File: src/rtl/sbp_consts.vh
/*
 Constants for the secondary bus power state controller.
 Assumes inclusion by bare name from rtl/ design files.
*/
`ifndef SBP_CONSTS_VH
`define SBP_CONSTS_VH
// Function power state encodings
`define SBP_FS_ON 2'h0
`define SBP_FS_INT1 2'h1
`define SBP_FS_INT2 2'h2
`define SBP_FS_SOFT_OFF 2'h3
// Bus state encodings
`define SBP_BUS_FULL_ON 2'h0
`define SBP_BUS_IDLE_CLOCKED 2'h1
`define SBP_BUS_CLOCK_STOPPED 2'h2
`define SBP_BUS_UNPOWERED 2'h3
// Timing
`define SBP_CLK_MHZ 100
`define SBP_SETTLE_NS 200
`define SBP_RST_NS 1000
`define SBP_PWR_UP_NS 1000
`define SBP_CLK_HALF 5
`endif

File: src/rtl/sbp_counter.v
/*
 Down counter used for settle, power-up and reset hold times.
 Assumes a single clock and synchronous active-high reset.
*/
`timescale 1ns/1ns
`default_nettype none
module sbp_counter #(
   parameter W = 16
) (
   // Clock and reset
   input wire core_clk,
   input wire rst,
   // Control
   input wire load,
   input wire [W-1:0] load_val,
   // Status
   output reg done
);
   reg [W-1:0] cnt_reg;
   always @(posedge core_clk) begin
      if (rst) begin
         cnt_reg <= {W{1'b0}};
         done <= 1'b1;
      end else if (load) begin
         cnt_reg <= load_val;
         done <= 1'b0;
      end else if (cnt_reg != {W{1'b0}}) begin
         cnt_reg <= cnt_reg - {{(W-1){1'b0}}, 1'b1};
         done <= (cnt_reg == {{(W-1){1'b0}}, 1'b1});
      end else begin
         done <= 1'b1;
      end
   end
endmodule
`default_nettype wire

File: src/rtl/sbp_ctrl.v
/*
 Secondary bus power state controller: tracks the bridge function power
 state, gates the secondary clock glitch-free, switches supply and
 drives the bus segment reset.
 Assumes bus_idle comes from the bridge's arbiter logic on core_clk and
 the strap inputs are static pins from outside the clock's domain.
*/
// Contract
// - Full on: supply applied, clock running
// - Full on is the reset state
// - Data transactions allowed only in full on
// - Idle clocked: power, clock, no transactions
// - Clock stopped: power on, clock held low
// - Unpowered: supply removed, no clock
// - Low states hold bus signals valid; sec_bus_hold covers idle clocked and clock stopped, not unpowered
// - Wait bus idle before leaving full on
// - Restoring supply asserts segment reset
// - Unpowered entered by programming optional
// - One supply and one clock for all
// - Power state field two-bit encoding
// - Bus state tracks function state
// - Hot-off select picks stopped or unpowered
// - Enable low: field leaves supply, clock
`timescale 1ns/1ns
`default_nettype none
`include "sbp_consts.vh"
module sbp_ctrl #(
   parameter SETTLE_CYC = (`SBP_SETTLE_NS * `SBP_CLK_MHZ + 999) / 1000,
   parameter PWR_UP_CYC = (`SBP_PWR_UP_NS * `SBP_CLK_MHZ + 999) / 1000,
   parameter RST_CYC = (`SBP_RST_NS * `SBP_CLK_MHZ + 999) / 1000,
   parameter CLK_HALF = `SBP_CLK_HALF
) (
   // Clock and reset
   input wire core_clk,
   input wire rst,
   // Function power state from configuration side
   input wire [1:0] power_state_field,
   // Straps
   input wire hot_off_bus_select,
   input wire bus_pwr_clk_ctl_enable,
   // Bus status from the bridge
   input wire bus_idle,
   // Secondary bus controls
   output reg sec_clk,
   output reg sec_pwr_en,
   output reg sec_rst_n,
   output reg sec_bus_hold,
   output reg txn_allowed,
   output reg [1:0] bus_state
);
   // ****************************************
   // Strap synchronisers
   // ****************************************
   // Both straps take the same two-stage path, one pair of stages per bit
   localparam N_STRAP = 2;
   localparam STRAP_SEL = 0;
   localparam STRAP_EN = 1;
   wire [N_STRAP-1:0] strap_pin = {bus_pwr_clk_ctl_enable, hot_off_bus_select};
   wire [N_STRAP-1:0] strap_sync;
   genvar gi;
   generate
      for (gi = 0; gi < N_STRAP; gi = gi + 1) begin : g_strap
         reg s1_reg;
         reg s2_reg;
         always @(posedge core_clk) begin
            if (rst) begin
               s1_reg <= 1'b0;
               s2_reg <= 1'b0;
            end else begin
               s1_reg <= strap_pin[gi];
               s2_reg <= s1_reg;
            end
         end
         assign strap_sync[gi] = s2_reg;
      end
   endgenerate
   wire sel_sync = strap_sync[STRAP_SEL];
   wire en_sync = strap_sync[STRAP_EN];

   // ****************************************
   // Target bus state decode
   // ****************************************
   function [1:0] target_state;
      input [1:0] fs;
      input sel;
      begin
         case (fs)
            `SBP_FS_ON: target_state = `SBP_BUS_FULL_ON;
            `SBP_FS_INT1: target_state = `SBP_BUS_IDLE_CLOCKED;
            `SBP_FS_INT2: target_state = `SBP_BUS_CLOCK_STOPPED;
            `SBP_FS_SOFT_OFF: target_state = sel ? `SBP_BUS_CLOCK_STOPPED :
               `SBP_BUS_UNPOWERED;
            default: target_state = `SBP_BUS_FULL_ON;
         endcase
      end
   endfunction

   // Enable low keeps the bus at full on; another mechanism owns it
   wire [1:0] tgt = en_sync ? target_state(power_state_field, sel_sync) :
      `SBP_BUS_FULL_ON;

   // ****************************************
   // Sequencer
   // ****************************************
   // ON: bus usable, transactions open
   // SETTLE: waiting for an unbroken idle stretch before a low state
   // LOW: parked in the low state held in cur_reg
   // PWR_UP: supply ramping with segment reset held, no clock
   // RESET: clock running with segment reset held, then full on
   localparam ST_ON = 3'h0;
   localparam ST_SETTLE = 3'h1;
   localparam ST_LOW = 3'h2;
   localparam ST_PWR_UP = 3'h3;
   localparam ST_RESET = 3'h4;

   // Supply is off only while parked in the unpowered low state
   function is_unpowered;
      input [2:0] st;
      input [1:0] cur;
      begin
         is_unpowered = (st == ST_LOW) && (cur == `SBP_BUS_UNPOWERED);
      end
   endfunction

   // Clock runs in every state but ramp-up and the stopped and unpowered ones
   function clk_wanted;
      input [2:0] st;
      input [1:0] cur;
      begin
         case (st)
            ST_ON: clk_wanted = 1'b1;
            ST_SETTLE: clk_wanted = 1'b1;
            ST_RESET: clk_wanted = 1'b1;
            ST_LOW: clk_wanted = (cur == `SBP_BUS_IDLE_CLOCKED);
            default: clk_wanted = 1'b0;
         endcase
      end
   endfunction

   reg [2:0] st_reg, st_next;
   reg [1:0] cur_reg, cur_next;
   reg ld;
   reg [15:0] ld_val;
   wire cnt_done;
   wire clk_low_phase;

   // One timer serves settle, ramp-up and reset hold in turn
   sbp_counter #(.W(16)) u_cnt (
      .core_clk(core_clk),
      .rst(rst),
      .load(ld),
      .load_val(ld_val),
      .done(cnt_done)
   );

   always @* begin
      st_next = st_reg;
      cur_next = cur_reg;
      ld = 1'b0;
      ld_val = 16'h0000;
      case (st_reg)
         ST_ON: begin
            if (tgt != `SBP_BUS_FULL_ON) begin
               st_next = ST_SETTLE;
               ld = 1'b1;
               ld_val = SETTLE_CYC[15:0];
            end
         end
         ST_SETTLE: begin
            // Bus must be idle for the whole settle time
            if (tgt == `SBP_BUS_FULL_ON) begin
               st_next = ST_ON;
            end else if (!bus_idle) begin
               ld = 1'b1;
               ld_val = SETTLE_CYC[15:0];
            end else if (cnt_done) begin
               st_next = ST_LOW;
               cur_next = tgt;
            end
         end
         ST_LOW: begin
            // Leaving unpowered always passes ramp-up and reset hold
            if (tgt == `SBP_BUS_FULL_ON) begin
               if (cur_reg == `SBP_BUS_UNPOWERED) begin
                  st_next = ST_PWR_UP;
                  ld = 1'b1;
                  ld_val = PWR_UP_CYC[15:0];
               end else begin
                  st_next = ST_ON;
                  cur_next = `SBP_BUS_FULL_ON;
               end
            end else if (tgt != cur_reg) begin
               if (cur_reg == `SBP_BUS_UNPOWERED) begin
                  st_next = ST_PWR_UP;
                  ld = 1'b1;
                  ld_val = PWR_UP_CYC[15:0];
               end else begin
                  cur_next = tgt;
               end
            end
         end
         ST_PWR_UP: begin
            if (cnt_done) begin
               st_next = ST_RESET;
               ld = 1'b1;
               ld_val = RST_CYC[15:0];
            end
         end
         ST_RESET: begin
            if (cnt_done) begin
               st_next = ST_ON; // Then settles back via normal tracking
               cur_next = `SBP_BUS_FULL_ON;
            end
         end
         default: begin
            st_next = ST_ON;
            cur_next = `SBP_BUS_FULL_ON;
         end
      endcase
   end

   always @(posedge core_clk) begin
      if (rst) begin
         st_reg <= ST_ON;
         cur_reg <= `SBP_BUS_FULL_ON;
      end else begin
         st_reg <= st_next;
         cur_reg <= cur_next;
      end
   end

   // ****************************************
   // Secondary clock divider and gate
   // ****************************************
   reg [7:0] div_reg;
   reg ph_reg;
   // One gated clock serves the whole segment
   wire clk_run_req = clk_wanted(st_reg, cur_reg);
   assign clk_low_phase = !ph_reg;
   wire tick = (div_reg == CLK_HALF[7:0] - 8'h01);

   always @(posedge core_clk) begin
      if (rst) begin
         div_reg <= 8'h00;
         ph_reg <= 1'b0;
         sec_clk <= 1'b0;
      end else begin
         div_reg <= tick ? 8'h00 : div_reg + 8'h01;
         if (tick) begin
            // Only rise from a full low phase; fall always completes
            if (ph_reg) begin
               ph_reg <= 1'b0;
            end else if (clk_run_req) begin
               ph_reg <= 1'b1;
            end
         end
         sec_clk <= ph_reg; // Held low when stopped
      end
   end

   // ****************************************
   // Supply switch and segment reset
   // ****************************************
   // Supply drops only once the gated clock sits in its low phase
   always @(posedge core_clk) begin
      if (rst) begin
         sec_pwr_en <= 1'b1;
      end else begin
         sec_pwr_en <= !(is_unpowered(st_reg, cur_reg) && clk_low_phase);
      end
   end

   // Segment reset held while off, through ramp-up and reset hold
   always @(posedge core_clk) begin
      if (rst) begin
         sec_rst_n <= 1'b0;
      end else begin
         sec_rst_n <= !((st_reg == ST_PWR_UP) || (st_reg == ST_RESET) ||
            is_unpowered(st_reg, cur_reg));
      end
   end

   // ****************************************
   // Bus status outputs
   // ****************************************
   always @(posedge core_clk) begin
      if (rst) begin
         sec_bus_hold <= 1'b0;
         txn_allowed <= 1'b0;
         bus_state <= `SBP_BUS_FULL_ON;
      end else begin
         sec_bus_hold <= (st_reg == ST_LOW) &&
            (cur_reg != `SBP_BUS_UNPOWERED);
         // Transactions close as soon as a lower target appears
         txn_allowed <= (st_reg == ST_ON) && (tgt == `SBP_BUS_FULL_ON);
         bus_state <= cur_reg;
      end
   end
endmodule
`default_nettype wire

File: config.mk
export PLATFORM = sky130hd
export DESIGN_NAME = sbp_ctrl
export DESIGN_NICKNAME = d
export VERILOG_FILES = /design/src/rtl/sbp_counter.v /design/src/rtl/sbp_ctrl.v
export VERILOG_INCLUDE_DIRS = /design/src /design/src/rtl
export SDC_FILE = /design/constraint.sdc
export NUM_CORES = 1
export LEC_CHECK = 0
export BUFFER_PORTS_ARGS = -buffer_cell sky130_fd_sc_hd__buf_2
export CORE_MARGIN = 4
export CORE_UTILIZATION = 60
export DETAILED_ROUTE_END_ITERATION = 10
export PLACE_DENSITY = 0.79
export SLEW_MARGIN = 20
export SYNTH_ARGS = -nofsm -noshare
export SYNTH_HDL_FRONTEND = slang
export SYNTH_SLANG_ARGS = --single-unit
File: constraint.sdc
create_clock -name core_clk -period 3.75 [get_ports core_clk]
set_input_delay 0.5625 -clock core_clk [delete_from_list [all_inputs] [get_ports core_clk]]
set_output_delay 0.5625 -clock core_clk [all_outputs]
set_load 0.05 [all_outputs]
Word-level counts from Yosys, hierarchy flattened. Cells that the tools add are included.

Bits in read-only memories: 0. Latch bits: 0. Input port bits: 7. Word-level logic and storage cells: 109. Output and inout port bits: 7. Bits in writable memories: 0. Memories kept: 0. Register bits: 42.

Equality and inequality tests: 24. Order comparisons: 0. Reductions and logical operators: 20. Div/mod/pow operators: 0. Bitwise logic cells: 1. Shift-type cells: 0. $mul: 0. Add/sub/neg operators: 2. Muxes and demuxes: 46.

Operator list (count): 2-to-1 mux 16 bit (4); one-hot mux 16 bit (4 select lines) (1); 2-to-1 mux 3 bit (9); 2-to-1 mux 2 bit (10); equality test 16 x 1 -> 1 bit, second input constant (1); one-hot mux 2 bit (4 select lines) (2); nonzero test 16 bit (1); subtractor 16 x 1 -> 16 bit, second input constant (1); 2-to-1 mux 5 bit (3); one-hot mux 3 bit (5 select lines) (1); 2-to-1 mux 7 bit (2); AND reduction 7 bit (2); 2-to-1 mux 1 bit (12); != test 2 bit, second input constant (5); != test 3 bit, second input constant (3); adder 8 x 1 -> 8 bit, second input constant (1); equality test 8 x 3 -> 1 bit, second input constant (1); equality test 2 bit, second input constant (3); equality test 3 x 2 -> 1 bit, second input constant (2); != test 2 x 1 -> 1 bit, second input constant (3); equality test 2 x 1 -> 1 bit, second input constant (2); logical AND 1 bit (4); zero test 2 bit (2); one-hot mux 1 bit (4 select lines) (1); 12 further kinds (17).

Depth between registers and ports, before layout.
Word-level depth: 8. Depth in mapped cells: 7.

Hierarchy. From an unflattened synthesis, not the netlist that was laid out.

Cells, all modules: 242. Area total of the unflattened synthesis: 2090.8 um^2.

By module, submodules not included: sbp_ctrl (cells each 130, sequential area each 500.5 um^2, instances 1, area an instance 1163.6 um^2); sbp_counter (cells each 112, sequential area each 340.3 um^2, instances 1, area an instance 927.1 um^2).

Least setup slack after synthesis. OpenSTA, ideal clock, no wires.

Kind: register -> register. Start point: reg st_reg[0]. End point: reg cur_reg[0]. Path slack: 2.005 ns. Data required time: 3.629 ns. Stages on the path, launching flop included: 6. Setup time: 0.121 ns. Arrival time: 1.624 ns. Period minus slack after synthesis: 1.745 ns. Cell sequence: dfxtp_1 -> buf_2 -> or3b_2 -> or2_2 -> nand4_1 -> mux2_2.

Longest elaborated chain between the ends: 4. Elaborated cells between the ends (all ways): 15. Classes of those cells: eq/ne: 10; mux: 1; bitwise: 1; reduce/logical: 3.

Ends and longest elaborated chain: from (decl) (line sbp_ctrl.v:140) `reg [2:0] st_reg, st_next;`; from (signal assigned) (line sbp_ctrl.v:227) `st_reg <= st_next;`; equality test 3 x 2 -> 1 bit or zero test 3 bit (tied branches) (line sbp_ctrl.v:161) `case (st_reg)`; OR reduction 2 bit (no source line); inverter 1 bit (no source line); AND reduction 7 bit (no source line); to (signal assigned) (line sbp_ctrl.v:225) `` cur_reg <= `SBP_BUS_FULL_ON; ``; to (signal assigned) (line sbp_ctrl.v:228) `cur_reg <= cur_next;`; to (decl) (line sbp_ctrl.v:141) `reg [1:0] cur_reg, cur_next;`.

Parallel ways exist; a longest one is shown, timed or not. A chain may end at the register's enable or synchronous reset.

Final worst setup path.
Start point: reg st_reg[1]. End point: reg u_cnt.cnt_reg[10].

Longest elaborated chain between the ends: 3. Elaborated cells between the ends (all ways): 8. Classes of those cells: eq/ne: 3; mux: 3; reduce/logical: 2.

Ends and longest elaborated chain: equality test 3 x 2 -> 1 bit (tied with other cells) (line sbp_ctrl.v:161); one-hot mux 16 bit (4 select lines) or one-hot mux 1 bit (4 select lines) (tied branches) (line sbp_ctrl.v:161); 2-to-1 mux 16 bit or nonzero test 2 bit (tied branches); to (signal assigned) (line sbp_counter.v:22) `cnt_reg <= {W{1'b0}};`; to (signal assigned) (line sbp_counter.v:25) `cnt_reg <= load_val;`; to (signal assigned) (line sbp_counter.v:28) `cnt_reg <= cnt_reg - {{(W-1){1'b0}}, 1'b1};`; to (decl) (line sbp_counter.v:19) `reg [W-1:0] cnt_reg;`.

Parallel ways exist; a longest one is shown, timed or not.

==> key figures <==
Run status
  • Status: finished, final reports clean

CTS
  • TritonCTS Buffers: 5
  • Clock root cell: clkbuf_4
  • H-tree Lvls: 2
  • Post-CTS Hold Buffers: 0
  • CTS tree: yes
  • Worst-Skew Late Latency: 0.34 ns
  • Postcts setup bufs: 0
  • Clock-pin slew on the worst setup and hold paths: 0.12 ns
  • PostCTS Resize Cnt: 0
  • Sink Count: between 40 and 50
  • Worst-case clock buffer depth: 2

Critical path
  • Worst-case reg-to-reg path depth: 5
  • Critical path capture point type: flip-flop
  • CP required: 3.97 ns
  • Crit path max fanout: 12
  • Critical Path Source Type: flip-flop
  • R2R Path End: u_cnt.cnt_reg[10]
  • Setup CP Type: reg2reg
  • Reg-to-reg startpoint: st_reg[1]
  • CP Data Arrival Time: 2.34 ns
  • Reg2Reg Setup Slack: roughly 1.6 ns

Timing
  • Final Hold Viols: 0
  • Clock skew: 0.0104 ns
  • Final Slew Violations: 0
  • FMAX: 471 MHz
  • Crit path time final: ~2.1 ns
  • Rel. slew slack: 66.6%
  • RSZ-0062 raised after global routing: false
  • Setup TNS: 0 ns
  • Period utilization: 56.6%
  • Worst Hold Slack: 0.427 ns
  • Final setup vio count: 0
  • Worst slew pin tran: 0.500 ns

Yosys
  • Flop and latch count out of synthesis: 42
  • EDFF count, synth: 0
  • Syn Nets: 245
  • Synth Flop Type: dfxtp_1
  • Mapped Area: 2050 µm²
  • Fraction of registers with async set/reset: 0%
  • Syn Inst Count: 234
  • Yosys warnings: 0
  • Avg Inst Size Synth: 8.76 µm²
  • Sequential fraction of the synthesis area: 41.0%
  • Library cells used by synthesis: 51

Global routing
  • Grt met1 use: 26.3%
  • Total Routing Usage GR: around a fifth
  • Most used routing layer in global routing: met2
  • GRT met2 Usage: 30.0%
  • GRT Residual Overflow: 0
  • Vias in the first global route: 1545
  • Largest net degree at the start of global routing: 27
  • First-pass GRT wire length: 6650 µm
  • Grt met3 use: ~6.0%
  • Antenna violations before repair: 0

Die
  • # IOs: 14
  • Die span in y: 66.4 µm
  • Core box area: between 3000 and 4000 µm²
  • Die Wd: approximately 66 µm
  • Initial Util: between 60% and 70%
  • Row Count: 20
  • Die area: 4410 µm²

Hold path
  • Worst Hold End: g_strap[1].s1_reg
  • Hold Path Depth: 2
  • Hold/Removal Path Class: in2reg
  • Hold path start: bus_pwr_clk_ctl_enable

Detailed routing
  • DRT Wirelength: 3840 µm
  • Pre-antenna DRT Iters: 4
  • DRT antenna net count: 0
  • DR iter-0 viols: 187
  • Total number of vias: ~1700
  • Vias per inst: 5.74
  • Drc violations: 0
  • Wire length per cell: 13.2 µm

Final layout
  • Max reg flops: 16
  • Final core utilization: 70.2%
  • Nets: 257
  • Inserted Diodes: 0
  • Final Non-Filler Cells: 290
  • Area delta synth->final: 7.94%
  • Layout cells sized above 1: 14.6%

Place
  • Port Buf Inserts: 13
  • Routability cong.: 0.901
  • DP Wirelength: 2840 µm
  • Post-Place Cells: 283

Power and ir drop
  • Tot Pwr: 1.59 mW
  • Static Leak: between 0.8 and 0.9 nW
  • Maximum vdd drop: ~0.43 mV
  • Pwr Density: 718 nW/µm²

Flow run
  • Max_cap viols: 0
layout by cell type (no fill, tap or decap), types with 4 or more instances in the layout:
cell / Yosys / final
dfxtp_1: 42 / 42
nor2_1: 36 / 36
a21oi_1: 14 / 14
buf_2: 1 / 13
nand2_1: 10 / 10
nand3_1: 10 / 10
inv_1: 9 / 9
o21ai_0: 9 / 9
nor2b_1: 8 / 8
xor2_1: 8 / 8
nor3_1: 6 / 6
xnor2_1: 5 / 5
clkbuf_4: 0 / 5
nand4b_1: 4 / 4
nand2b_1: 4 / 4
mux2_2: 4 / 4
and3_1: 4 / 4
o21ai_1: 4 / 4
ha_1: 4 / 4
worst max path at each step:
stage,start,end,depth (start not counted)
global route,st_reg[1],u_cnt.cnt_reg[0],5
global placement,power_state_field[1],u_cnt.cnt_reg[1],6
CTS,st_reg[1],u_cnt.cnt_reg[10],5
detailed placement,st_reg[1],u_cnt.cnt_reg[10],5
finish,st_reg[1],u_cnt.cnt_reg[10],5
floorplan,st_reg[0],cur_reg[0],5
Yosys cell counts, types with 2 or more instances:
cell type,instances,area [µm²]
a21oi_1,14,70.1
nand3_1,10,50.1
or2_2,2,12.5
nor4_4,2,42.5
dfxtp_1,42,841
or4_4,2,22.5
and3_1,4,25.0
o21ai_0,9,45.0
xnor2_1,5,43.8
ha_1,4,50.1
xor2_1,8,70.1
buf_4,2,15.0
nand4_1,3,18.8
and2_1,3,18.8
o21ai_1,4,20.0
nand2b_1,4,25.0
nor2b_1,8,50.1
inv_1,9,33.8
mux2i_1,2,20.0
nor3b_1,2,15.0
or3_1,2,12.5
clkbuf_1,5,18.8
nand4b_1,4,35.0
nor4_1,3,18.8
a211oi_1,3,22.5
nor3_1,6,30.0
mux2_2,4,45.0
nand2_1,10,37.5
nor2_1,36,135
layout make-up:
class | count | area (µm²)
multi-input cells | 175 | 1140
fillers | 257 | 941
flip-flops and latches | 42 | 841
repair buffers | 13 | 65.1
well taps | 44 | 55.1
clock buffers | 6 | 51.3
inverters | 9 | 33.8
clock inverters | 1 | 30.0
power by group:
group          total [mW]  internal [mW]  switching, mW
Clock               0.291          0.155          0.136
Combinational       0.673          0.307          0.367
Sequential          0.623          0.526         0.0973
Total                1.59          0.988          0.600
per-stage QoR:
stage          worst slack [ns]  instance area [µm²]
6_report                   1.63                 2210
2_1_floorplan              2.01                 2050
5_1_grt                    1.47                 2210
3_3_place_gp               1.72                 2130
4_1_cts                    1.65                 2210
3_5_place_dp               1.67                 2130
kinds of logic (layout without fill, tap and decap cells):
family	after synthesis	in the layout	synth area share (%)
xor gates and xnor gates	13	13	5.56
adders and majority gates	4	4	2.44
muxes	6	6	3.17
DFF	42	42	41.0
buffers and inverters	17	29	3.54
and+or+nand+nor	108	108	30.5
AOI/OAI and AO/OA	44	44	13.7
per-layer routing:
layer  vias to the layer above  share of wire, %
met1                       762                48
met2                        50                45
met5                         -                 0
li1                        850                 -
met4                         0              0.89
met3                         4               6.1
critical path: stages, from the launching register on:
cell and delay (ns):
dfxtp_1 0.48, or3b_2 0.52, nor2_1 0.31, a21boi_2 0.16, nand3b_1 0.43, nor2_1 0.10
Note: power is estimated with default switching activity, not from simulation.
